File: src/rtl/bld_pkg.sv
package bld_pkg;
    localparam int          BLD_NUM_REGS   = 23;
    localparam logic [6:0]  BLD_SLAVE_ADDR = 7'h70;
    localparam logic [7:0]  BLD_RST_VAL    = 8'h00;
    localparam logic [3:0]  BLD_BYTE_BITS  = 4'h8;

    localparam logic [7:0]  BLD_ADR_SINK   = 8'h00;
    localparam logic [7:0]  BLD_ADR_BANK   = 8'h01;
    localparam logic [7:0]  BLD_ADR_CUR1   = 8'h02;
    localparam logic [7:0]  BLD_ADR_TGT1   = 8'h06;
    localparam logic [7:0]  BLD_ADR_LDO1   = 8'h0A;
    localparam logic [7:0]  BLD_ADR_LDO2   = 8'h0B;
    localparam logic [7:0]  BLD_ADR_LDO3   = 8'h0C;
    localparam logic [7:0]  BLD_ADR_LDO4   = 8'h0D;
    localparam logic [7:0]  BLD_ADR_ASSIGN = 8'h0E;
    localparam logic [7:0]  BLD_ADR_RATES  = 8'h0F;
    localparam logic [7:0]  BLD_ADR_TIME1  = 8'h10;
    localparam logic [7:0]  BLD_ADR_TIME2  = 8'h11;
    localparam logic [7:0]  BLD_ADR_ALS    = 8'h12;
    localparam logic [7:0]  BLD_ADR_RESULT = 8'h13;
    localparam logic [7:0]  BLD_ADR_RISE   = 8'h14;
    localparam logic [7:0]  BLD_ADR_FALL   = 8'h15;
    localparam logic [7:0]  BLD_ADR_DIM    = 8'h16;

    // bits software may store; the rest read back as zero or hardware state
    localparam logic [7:0]  BLD_WMASK [0:BLD_NUM_REGS-1] = '{
        8'h3F, 8'h3F, 8'h3F, 8'h3F, 8'h3F, 8'h3F, 8'h3F, 8'h3F,
        8'h3F, 8'h3F, 8'h0F, 8'h07, 8'h0F, 8'h0F, 8'h1F, 8'h3F,
        8'h3F, 8'h3F, 8'h23, 8'h00, 8'hFF, 8'hFF, 8'h3F};

    localparam int          BLD_BANK_DIS   = 5;
    localparam int          BLD_BANK_EN    = 4;
    localparam int          BLD_FX_ON      = 5;
    localparam int          BLD_ALS_CMP    = 7;
    localparam int          BLD_ALS_INT    = 6;
    localparam int          BLD_ALS_SAT    = 5;
    localparam int          BLD_ALS_OF     = 4;
    localparam int          BLD_ALS_UF     = 3;
    localparam int          BLD_ALS_CLR    = 2;
    localparam int          BLD_ALS_AUTO   = 1;
    localparam int          BLD_ALS_EN     = 0;
    localparam int          BLD_DIM_ACT    = 6;
    localparam int          BLD_DIM_RATE   = 5;
    localparam int          BLD_DIM_ON     = 4;
    localparam int          BLD_DIM_BYP    = 0;

    typedef enum logic [8:0] {
        BLD_IDLE = 9'h001,
        BLD_ADDR = 9'h002,
        BLD_ACKA = 9'h004,
        BLD_REG  = 9'h008,
        BLD_ACKR = 9'h010,
        BLD_DATA = 9'h020,
        BLD_ACKD = 9'h040,
        BLD_READ = 9'h080,
        BLD_MACK = 9'h100
    } bld_state_e;
endpackage

File: src/rtl/bld_rf_if.sv
interface bld_rf_if;
    import bld_pkg::*;
    logic             wr_en;
    logic [7:0]       addr;
    logic [7:0]       wr_data;
    logic [7:0]       rd_data;
    logic [7:0]       regs [0:BLD_NUM_REGS-1];

    modport master (output wr_en, output addr, output wr_data,
                    input rd_data, input regs);
    modport slave  (input wr_en, input addr, input wr_data,
                    output rd_data, output regs);
endinterface

File: src/rtl/bld_top.sv
module bld_top
    import bld_pkg::*;
(
    input  wire logic        core_clk,
    input  wire logic        rst_n,
    input  wire logic        scl_in,
    input  wire logic        sda_in,
    output logic             sda_out,
    output logic             sda_oe,
    input  wire logic [7:0]  adc_result,
    input  wire logic        light_compare_result,
    input  wire logic        light_overflow,
    input  wire logic        light_underflow,
    input  wire logic        light_irq_event,
    input  wire logic        dropout_guard_active,
    output logic [7:0]       sink_on,
    output logic [3:0]       bank_on,
    output logic [3:0]       first_group_fade_on,
    output logic [19:0]      start_level,
    output logic [3:0]       first_group_pulse_on,
    output logic [19:0]      goal_level,
    output logic [14:0]      regulator_code,
    output logic [1:0]       effect_set_select,
    output logic [2:0]       effect_zone_select,
    output logic [5:0]       set_rate,
    output logic [11:0]      set_timing,
    output logic             light_adc_on,
    output logic             light_auto_on,
    output logic             light_saturate_on,
    output logic             light_irq_n,
    output logic [7:0]       light_rise_level,
    output logic [7:0]       light_fall_level,
    output logic             dropout_guard_on,
    output logic             dropout_guard_rate,
    output logic [2:0]       auto_dim_select,
    output logic             pulse_input_bypass
);
    bld_rf_if rf ();

    bld_regfile u_regfile (
        .core_clk (core_clk),
        .rst_n    (rst_n),
        .rf       (rf.slave)
    );

    // ---------------- bus line sampling
    logic           scl_q_r;
    logic           sda_q_r;

    always_ff @(posedge core_clk or negedge rst_n) begin
        if (!rst_n) begin
            scl_q_r <= 1'b1;
            sda_q_r <= 1'b1;
        end else begin
            scl_q_r <= scl_in;
            sda_q_r <= sda_in;
        end
    end

    wire scl_rise  = scl_in & ~scl_q_r;
    wire scl_fall  = ~scl_in & scl_q_r;
    wire start_det = scl_in & scl_q_r & sda_q_r & ~sda_in;
    wire stop_det  = scl_in & scl_q_r & ~sda_q_r & sda_in;

    // ---------------- hardware-owned status
    logic           cmp_r;
    logic           of_r;
    logic           uf_r;
    logic           int_r;
    logic           act_r;
    logic [7:0]     result_r;
    logic [3:0]     bank_r;

    // ---------------- protocol state
    bld_state_e     state_r;
    bld_state_e     state_nxt;
    logic [3:0]     cnt_r;
    logic [3:0]     cnt_nxt;
    logic [7:0]     shift_r;
    logic [7:0]     shift_nxt;
    logic [7:0]     tx_r;
    logic [7:0]     tx_nxt;
    logic [7:0]     ptr_r;
    logic [7:0]     ptr_nxt;
    logic           rw_r;
    logic           rw_nxt;
    logic           oe_r;
    logic           oe_nxt;
    logic           wr_r;
    logic           wr_nxt;
    logic [7:0]     wdat_r;
    logic [7:0]     wdat_nxt;

    wire byte_done = scl_fall && (cnt_r == BLD_BYTE_BITS);
    wire addr_hit  = (shift_r[7:1] == BLD_SLAVE_ADDR);

    // read data: stored bits merged with live status
    wire [7:0] als_byte = rf.rd_data
                        | {cmp_r, int_r, 1'b0, of_r, uf_r, 3'b000};
    wire [7:0] dim_byte = rf.rd_data | {1'b0, act_r, 6'b000000};
    wire [7:0] tx_src   = (ptr_r == BLD_ADR_ALS)    ? als_byte :
                          (ptr_r == BLD_ADR_RESULT) ? result_r :
                          (ptr_r == BLD_ADR_DIM)    ? dim_byte :
                          rf.rd_data;

    always_comb begin
        state_nxt = state_r;
        cnt_nxt   = cnt_r;
        shift_nxt = shift_r;
        tx_nxt    = tx_r;
        ptr_nxt   = ptr_r;
        rw_nxt    = rw_r;
        oe_nxt    = oe_r;
        wr_nxt    = 1'b0;
        wdat_nxt  = wdat_r;
        if (stop_det) begin
            state_nxt = BLD_IDLE;
            oe_nxt    = 1'b0;
        end else if (start_det) begin
            // also a repeated start: pointer is kept
            state_nxt = BLD_ADDR;
            cnt_nxt   = 4'h0;
            oe_nxt    = 1'b0;
        end else begin
            case (state_r)
                BLD_IDLE: begin
                    oe_nxt = 1'b0;
                end
                BLD_ADDR, BLD_REG, BLD_DATA: begin
                    if (scl_rise) begin
                        shift_nxt = {shift_r[6:0], sda_in};
                        cnt_nxt   = cnt_r + 4'h1;
                    end
                    if (byte_done) begin
                        cnt_nxt = 4'h0;
                        if (state_r == BLD_ADDR) begin
                            if (addr_hit) begin
                                oe_nxt    = 1'b1;
                                rw_nxt    = shift_r[0];
                                state_nxt = BLD_ACKA;
                            end else begin
                                // other slave addressed: stay off the bus
                                state_nxt = BLD_IDLE;
                            end
                        end else if (state_r == BLD_REG) begin
                            ptr_nxt   = shift_r;
                            oe_nxt    = 1'b1;
                            state_nxt = BLD_ACKR;
                        end else begin
                            wr_nxt    = 1'b1;
                            wdat_nxt  = shift_r;
                            oe_nxt    = 1'b1;
                            state_nxt = BLD_ACKD;
                        end
                    end
                end
                BLD_ACKA: begin
                    if (scl_fall) begin
                        if (rw_r) begin
                            tx_nxt    = {tx_src[6:0], 1'b0};
                            oe_nxt    = ~tx_src[7];
                            cnt_nxt   = 4'h1;
                            state_nxt = BLD_READ;
                        end else begin
                            oe_nxt    = 1'b0;
                            state_nxt = BLD_REG;
                        end
                    end
                end
                BLD_ACKR, BLD_ACKD: begin
                    // no auto increment: later bytes rewrite the same register
                    if (scl_fall) begin
                        oe_nxt    = 1'b0;
                        state_nxt = BLD_DATA;
                    end
                end
                BLD_READ: begin
                    if (byte_done) begin
                        oe_nxt    = 1'b0;
                        cnt_nxt   = 4'h0;
                        state_nxt = BLD_MACK;
                    end else if (scl_fall) begin
                        oe_nxt  = ~tx_r[7];
                        tx_nxt  = {tx_r[6:0], 1'b0};
                        cnt_nxt = cnt_r + 4'h1;
                    end
                end
                BLD_MACK: begin
                    if (scl_rise) begin
                        // nack ends the read; ack resends the same register
                        state_nxt = sda_in ? BLD_IDLE : BLD_ACKA;
                    end
                end
                default: begin
                    state_nxt = BLD_IDLE;
                    oe_nxt    = 1'b0;
                end
            endcase
        end
    end

    always_ff @(posedge core_clk or negedge rst_n) begin
        if (!rst_n) begin
            state_r <= BLD_IDLE;
            cnt_r   <= 4'h0;
            shift_r <= 8'h00;
            tx_r    <= 8'h00;
            ptr_r   <= 8'h00;
            rw_r    <= 1'b0;
            oe_r    <= 1'b0;
            wr_r    <= 1'b0;
            wdat_r  <= 8'h00;
        end else begin
            state_r <= state_nxt;
            cnt_r   <= cnt_nxt;
            shift_r <= shift_nxt;
            tx_r    <= tx_nxt;
            ptr_r   <= ptr_nxt;
            rw_r    <= rw_nxt;
            oe_r    <= oe_nxt;
            wr_r    <= wr_nxt;
            wdat_r  <= wdat_nxt;
        end
    end

    // masked store keeps reserved bits zero even if the host ignores them
    assign rf.wr_en   = wr_r;
    assign rf.addr    = ptr_r;
    assign rf.wr_data = wdat_r;

    // ---------------- status and bank bookkeeping
    wire wr_als  = wr_r && (ptr_r == BLD_ADR_ALS);
    wire int_clr = wr_als && wdat_r[BLD_ALS_CLR];
    wire wr_bank = wr_r && (ptr_r == BLD_ADR_BANK);
    wire bank_en  = wdat_r[BLD_BANK_EN] & ~wdat_r[BLD_BANK_DIS];
    wire bank_dis = wdat_r[BLD_BANK_DIS] & ~wdat_r[BLD_BANK_EN];

    always_ff @(posedge core_clk or negedge rst_n) begin
        if (!rst_n) begin
            cmp_r    <= 1'b0;
            of_r     <= 1'b0;
            uf_r     <= 1'b0;
            int_r    <= 1'b0;
            act_r    <= 1'b0;
            result_r <= 8'h00;
        end else begin
            cmp_r    <= light_compare_result;
            of_r     <= light_overflow;
            uf_r     <= light_underflow;
            act_r    <= dropout_guard_active;
            result_r <= adc_result;
            // a new event in the clearing cycle is kept
            int_r    <= light_irq_event | (int_r & ~int_clr);
        end
    end

    // both controls set: selector bits do nothing
    always_ff @(posedge core_clk or negedge rst_n) begin
        if (!rst_n) begin
            bank_r <= 4'h0;
        end else if (wr_bank && bank_en) begin
            bank_r <= bank_r | wdat_r[3:0];
        end else if (wr_bank && bank_dis) begin
            bank_r <= bank_r & ~wdat_r[3:0];
        end
    end

    // sinks seven/eight only when neither bank control is set
    wire [7:0] r_bank = rf.regs[1];
    wire       alt_use = ~r_bank[BLD_BANK_DIS] & ~r_bank[BLD_BANK_EN];

    // ---------------- registered outputs
    always_ff @(posedge core_clk or negedge rst_n) begin
        if (!rst_n) begin
            sda_out              <= 1'b0;
            sda_oe               <= 1'b0;
            sink_on              <= 8'h00;
            bank_on              <= 4'h0;
            first_group_fade_on  <= 4'h0;
            start_level          <= 20'h00000;
            first_group_pulse_on <= 4'h0;
            goal_level           <= 20'h00000;
            regulator_code       <= 15'h0000;
            effect_set_select    <= 2'h0;
            effect_zone_select   <= 3'h0;
            set_rate             <= 6'h00;
            set_timing           <= 12'h000;
            light_adc_on         <= 1'b0;
            light_auto_on        <= 1'b0;
            light_saturate_on    <= 1'b0;
            light_irq_n          <= 1'b1;
            light_rise_level     <= 8'h00;
            light_fall_level     <= 8'h00;
            dropout_guard_on     <= 1'b0;
            dropout_guard_rate   <= 1'b0;
            auto_dim_select      <= 3'h0;
            pulse_input_bypass   <= 1'b0;
        end else begin
            // open drain: only ever pulls low
            sda_out              <= 1'b0;
            sda_oe               <= oe_nxt;
            sink_on              <= {alt_use ? r_bank[1:0] : 2'b00,
                                     rf.regs[0][5:0]};
            bank_on              <= bank_r;
            for (int b = 0; b < 4; b++) begin
                first_group_fade_on[b]  <= rf.regs[2+b][BLD_FX_ON];
                start_level[5*b +: 5]   <= rf.regs[2+b][4:0];
                first_group_pulse_on[b] <= rf.regs[6+b][BLD_FX_ON];
                goal_level[5*b +: 5]    <= rf.regs[6+b][4:0];
            end
            regulator_code       <= {rf.regs[13][3:0], rf.regs[12][3:0],
                                     rf.regs[11][2:0], rf.regs[10][3:0]};
            effect_set_select    <= rf.regs[14][4:3];
            effect_zone_select   <= rf.regs[14][2:0];
            set_rate             <= rf.regs[15][5:0];
            set_timing           <= {rf.regs[17][5:0], rf.regs[16][5:0]};
            light_adc_on         <= rf.regs[18][BLD_ALS_EN];
            light_auto_on        <= rf.regs[18][BLD_ALS_AUTO];
            light_saturate_on    <= rf.regs[18][BLD_ALS_SAT];
            light_irq_n          <= ~int_r;
            light_rise_level     <= rf.regs[20];
            light_fall_level     <= rf.regs[21];
            dropout_guard_on     <= rf.regs[22][BLD_DIM_ON];
            dropout_guard_rate   <= rf.regs[22][BLD_DIM_RATE];
            auto_dim_select      <= rf.regs[22][3:1];
            pulse_input_bypass   <= rf.regs[22][BLD_DIM_BYP];
        end
    end
endmodule

File: src/rtl/bld_regfile.sv
module bld_regfile
    import bld_pkg::*;
(
    input  wire logic core_clk,
    input  wire logic rst_n,
    bld_rf_if.slave   rf
);
    logic [7:0] mem_r [0:BLD_NUM_REGS-1];
    logic [7:0] rd_data_r;
    wire        addr_ok = (rf.addr < 8'(BLD_NUM_REGS));

    genvar i;
    generate
        for (i = 0; i < BLD_NUM_REGS; i++) begin : g_word
            wire       hit = rf.wr_en && (rf.addr == 8'(i));
            // reserved bits never stored, so they read as zero
            wire [7:0] wr_val = rf.wr_data & BLD_WMASK[i];
            always_ff @(posedge core_clk or negedge rst_n) begin
                if (!rst_n) begin
                    mem_r[i] <= BLD_RST_VAL;
                end else if (hit) begin
                    mem_r[i] <= wr_val;
                end
            end
        end
    endgenerate

    always_ff @(posedge core_clk or negedge rst_n) begin
        if (!rst_n) begin
            rd_data_r <= BLD_RST_VAL;
        end else begin
            rd_data_r <= addr_ok ? mem_r[rf.addr[4:0]] : 8'h00;
        end
    end

    assign rf.rd_data = rd_data_r;
    assign rf.regs    = mem_r;
endmodule

File: config.mk
export PLATFORM = sky130hd
export DESIGN_NAME = bld_top
export DESIGN_NICKNAME = d
export VERILOG_FILES = /design/src/rtl/bld_pkg.sv /design/src/rtl/bld_rf_if.sv /design/src/rtl/bld_top.sv /design/src/rtl/bld_regfile.sv
export SDC_FILE = /design/constraint.sdc
export NUM_CORES = 1
export LEC_CHECK = 0
export ABC_CLOCK_PERIOD_IN_PS = 4200
export BUFFER_PORTS_ARGS = -buffer_cell sky130_fd_sc_hd__buf_2
export CORE_MARGIN = 4
export CORE_UTILIZATION = 60
export CTS_BUF_LIST = sky130_fd_sc_hd__clkbuf_8
export CTS_CLUSTER_DIAMETER = 50
export DETAILED_ROUTE_END_ITERATION = 10
export PLACE_DENSITY = 0.82
export SLEW_MARGIN = 25
export SYNTH_ARGS = -nofsm -noshare
export SYNTH_HDL_FRONTEND = slang
export SYNTH_SLANG_ARGS = --single-unit
File: constraint.sdc
create_clock -name core_clk -period 4.2 [get_ports core_clk]
set_clock_uncertainty 0.2 [all_clocks]
set_input_delay 0.84 -clock core_clk [delete_from_list [all_inputs] [get_ports core_clk]]
set_output_delay 0.84 -clock core_clk [all_outputs]
set_load 0.005 [all_outputs]
* Word-level counts from Yosys, hierarchy flattened
Index checks and enable logic that the tools add are counted.
** Cells by class
- $add $sub $neg :: 1
- Order comparisons :: 2
- Equality and inequality tests :: 50
- Multiplexer cells :: 53
- Bitwise logic cells :: 34
- Reduce and logical (&&, ||, !) cells :: 40
** Operators with widths (number)
- 8-bit 2-to-1 mux :: 11
- 9-bit 2-to-1 mux :: 8
- 8-bit by 4-bit == test with 1-bit output, second input constant :: 8
- 8-bit by 5-bit == test with 1-bit output, second input constant :: 7
- 9-bit case mux with 6 select lines :: 1
- 8-bit binary-select mux with 5-bit select :: 1
- 4-bit 2-to-1 mux :: 9
- 6-bit AND reduction :: 6
- 8-bit by 3-bit == test with 1-bit output, second input constant :: 4
- 4-bit != test, second input constant :: 7
- 1-bit logical AND :: 26
- 8-bit by 2-bit == test with 1-bit output, second input constant :: 2
- 1-bit 2-to-1 mux :: 16
- 1-bit NOT :: 16
- 8-bit case mux with 2 select lines :: 1
- 3-bit != test, second input constant :: 4
- 4-bit case mux with 3 select lines :: 1
- 1-bit bitwise AND :: 11
- 5-bit != test, second input constant :: 2
- 9-bit by 1-bit == test with 1-bit output, second input constant :: 1
- 9-bit by 2-bit == test with 1-bit output, second input constant :: 1
- 9-bit by 3-bit == test with 1-bit output, second input constant :: 1
- 9-bit by 4-bit == test with 1-bit output, second input constant :: 1
- 9-bit by 5-bit == test with 1-bit output, second input constant :: 1
- 29 further kinds :: 34
** Storage, ports and cells
- Register bits after elaboration :: 322
- Input bits :: 17
- Output and inout port bits :: 126
- Logic and storage cells :: 242

* Longest topological paths before layout
- Depth after elaboration :: 10
- Gate-level depth with buffers :: 9
- Gate-level depth less buffers :: 7

* Hierarchy
A second synthesis with hierarchy kept.
** Unflattened totals
- Cell total of the unflattened synthesis :: 912
- Area total of the unflattened synthesis :: 12946.2 um^2
** By module, submodules not included
- bld_regfile :: times used 1, cells each 494, area an instance 6611.3 um^2, sequential area each 3278.1 um^2
- bld_top :: times used 1, cells each 418, area an instance 6334.8 um^2, sequential area each 4759.6 um^2

* Least setup slack after synthesis
No wires, ideal clock.
- Path type :: input to register
- From :: input scl_in
- To :: register cnt_r[3]
- Setup time :: 131 ps
- Arrival :: 2248 ps
- Data required time :: 3869 ps
- Path slack :: 1621 ps
- Cell stages on the path :: 6
- Buffers on the path :: 0
- Path through :: nor2b_1 nand4b_1 and2_1 mux2i_4 mux2i_1 or3_1
** On the way
- Longest elaborated chain between the ends :: 6
- Elaborated cells between the ends (all ways) :: 20
- Classes of those cells :: eq/ne: 4; mux: 4; bitwise: 9; reduce/logical: 3
** RTL lines
- start: declaration :: line bld_top.sv:6 : input wire logic scl_in,
- parallel branches: the longest is 6 deep, another holds 6-bit AND reduction
- end signal: assignment :: line bld_top.sv:215 : cnt_r <= cnt_nxt;
- end: declaration :: line bld_top.sv:77 : logic [3:0] cnt_r;
Parallel ways; which one is timed is not known.
A chain may end at the register's enable or synchronous reset.

==> flow_summary.json <==
{
  "initial_core_util_pct": 60.9,
  "critical_path_arrival_ps": 3160,
  "timing.fmax_ghz": 0.338,
  "drt_first_pass_iters": 5,
  "reg2reg_setup_slack_ps": 1240,
  "clk_pin_slew_worst_paths_ps": 70,
  "rows": 52,
  "postCtsSetupBuffers": 0,
  "antenna_found_initial": 0,
  "avgViaCountPerCell": 5.87,
  "power.density_nw_per_um2": 411,
  "path_class": "reg2reg",
  "ctsHoldBuffers": 0,
  "nNetsFinal": 1028,
  "synthTopCellsByArea": "dfrtp_1, mux2_2, mux4_2",
  "synth-main-ff-cell": "dfrtp_1",
  "die_w_um": 151,
  "relSlewSlack_pct": 37.6,
  "worst_pin_slew_ps": 934,
  "period_minus_slack_ps": 2960,
  "synth_nets": 869,
  "synth_top_area_share_pct": 64.5,
  "cp_cell_sequence": "buf_4 > nor2b_1 > and2_1 > and3_1 > nand2_1 > o21ai_0 > o21ai_0",
  "crit_buf_inv": 1,
  "cts.sinks": 321,
  "cts_tree": "done",
  "grt_pass1_wl_um": 44300,
  "cpPeakStageDelay_ps": 680,
  "syn_area_per_cell_um2": 14.5,
  "synthArstFlopShare_pct": 100,
  "cts.repair.resized": 0,
  "yosysWarnings": 0,
  "drive_above_1_share_pct": 39.5,
  "cts_buffers": 49,
  "clockBufferDepth": 3,
  "path_depth": 7,
  "worstRegToRegCells": 7,
  "htree_levels": 2,
  "status": "finished, final reports clean",
  "critPathLaunch": "ptr_r[0]",
  "seq_area_frac_synth_pct": 65.4,
  "synth-seq-cells": 321,
  "post-route-drc-count": 0,
  "peakVddDrop_mv": 0.292,
  "hold_class": "in2async",
  "wl_per_cell_um": 21.3,
  "routabilityCongestion": 0.878,
  "num_antenna_cells": 0,
  "synth_cells": 850,
  "crit_path_start_kind": "register",
  "finalCritPeriodShare_pct": 70.5,
  "gr-total-overflow": 0,
  "leakage_uw": 0.00744,
  "die_h_um": 151,
  "grt_use_total_pct": 25.5,
  "yosys.area.top_type": "dfrtp_1",
  "design.core.area_um2": 20200,
  "critPathMaxFanout": 18,
  "syn_area_um2": 12300,
  "io_buffers": 141,
  "setup_viol": 0,
  "max_cap_viol_count": 0,
  "rsz0062_at_grt": "false",
  "place_area_um2": 13300,
  "reg2reg_from": "ptr_r[0]",
  "die-area_um2": 22800,
  "slew_violations": 0,
  "grt_start_max_net_pins": 127,
  "ios": 143,
  "root_buffer": "clkbuf_8",
  "place_hpwl_um": 18400,
  "grt_pass1_vias": 7974,
  "ant_nets": 0,
  "end_kind": "register",
  "timing.critical_path.mode_cell": "o21ai_0",
  "hold_viol_final": 0,
  "finalInstanceArea_um2": 14300,
  "worst_path_max_delay_cell": "dfrtp_2",
  "dr_total_vias": 7741,
  "wl_um": 28000,
  "synth_edf_count": 0,
  "cp_data_required_time_ps": 4400,
  "area_delta_synth_final_pct": 16.3,
  "drt_iter0_markers": 651,
  "clock_latency_ps": 570,
  "crit_family": "simple AND/OR/NAND/NOR gates",
  "ys_types": 67,
  "setup_tns_ps": 0
}
[sequential cells by signal, summed over array words and instances, names as in the netlist, 9 cells and up, named ones only]
signal	cells
u_regfile.rf.regs	123
goal_level	20
start_level	20
regulator_code	15
set_timing	12
state_r	9
[synth_stat cells, drive strengths merged (4+ instances only)]
master / instances
o21ai: 34
nor3: 17
nor4: 4
a31oi: 5
dfstp: 4
dfrtp: 317
nor3b: 6
a21oi: 9
nand2b: 5
mux2: 151
xor2: 5
mux4: 23
nor2b: 7
inv: 7
and3: 4
buf: 9
mux2i: 21
nand3: 15
and2: 5
clkbuf: 37
nand4b: 5
nor2: 41
nand2: 60
[where the power goes]
group	internal (µW)	switching [µW]
logic	56.3	115
registers	3120	24.9
clock network	1420	1150
total	4600	1290
[logic make-up (layout without fill, tap and decap cells)]
kind of cell    Yosys count  in the layout  synth area share (%)
simple gates            186            186                  7.66
xor+xnor                  7              7                 0.499
other cells               1              1                0.0305
flops                   321            321                  65.4
mux                     195            195                  19.9
fa+ha+maj                 2              2                 0.204
compound gates           85             85                  4.58
buf+inv                  53            251                  1.77
[cells in the final DEF, fill, tap and decap left out, types with 4 or more instances in the layout]
master    instances
nor3_1           16
a21oi_1           9
dfrtp_1         316
buf_4            11
buf_2           140
mux4_2           23
nor2_1           41
mux2_2          151
xor2_1            5
nor3b_1           6
nand2b_1          5
and3_1            4
mux2i_1          20
inv_1            25
nor2b_1           7
o21ai_1           5
o21ai_0          28
nand4b_1          5
nand2_1          60
clkbuf_8         64
a31oi_1           5
and2_1            4
nand3_1          15
dfstp_2           4
clkinv_2          6
[final cells by class]
cell class	instances	area, µm²
Sequential cell	321	8040
Fill cell	1368	5880
Multi-Input combinational cell	476	4040
Clock buffer	64	881
Timing Repair Buffer	154	838
Tap cell	270	338
Clock inverter	26	135
Inverter	7	26.3
[how the worst min path moves through the flow]
| stage | from | end | cells past startpoint |
|---|---|---|---|
| 2_1_floorplan | u_regfile.rf.regs[18] | light_rise_level[2] | 0 |
| 3_3_place_gp | u_regfile.rf.regs[125] | first_group_pulse_on[1] | 0 |
| 3_5_place_dp | u_regfile.rf.regs[125] | first_group_pulse_on[1] | 0 |
| 4_1_cts | adc_result[1] | result_r[1] | 1 |
| 5_1_grt | dropout_guard_active | act_r | 1 |
| 6_report | rst_n | set_timing[0] | 1 |
[worst reg2reg max path: cells and delay by family (launching register included)]
kind	cells	cell delay [ps]
AO/OA/AOI/OAI	2	360
buffers and inverters	1	350
flip-flops	1	680
AND/OR/NAND/NOR	4	1210
[routing by layer]
metal / routed length [µm] / track usage [%] / vias to the layer above / share of wire [%]
met5: 0 / 0 / - / 0
met4: 693 / 8.84 / 0 / 2.5
met3: 2110 / 5.36 / 57 / 7.5
met2: 13600 / 40.8 / 353 / 48
met1: 11700 / 35.5 / 3952 / 42
li1: - / - / 3379 / -
[metrics by stage]
| stage | total power [µW] | std cells | util [%] | hold WS, ps | setup WS (ps) |
|---|---|---|---|---|---|
| 6_report | 5880 | 1318 | 70.9 | 172 | 1240 |
| 3_3_place_gp | 3370 | 1228 | 65.8 | 176 | 1180 |
| 4_1_cts | 5930 | 1318 | 70.9 | 170 | 1240 |
| 5_1_grt | 6110 | 1318 | 70.9 | 166 | 1060 |
| 3_5_place_dp | 3370 | 1228 | 65.8 | 183 | 1090 |
| 2_1_floorplan | 3270 | 850 | - | 164 | 1620 |
(Power assumes the default switching activity.)
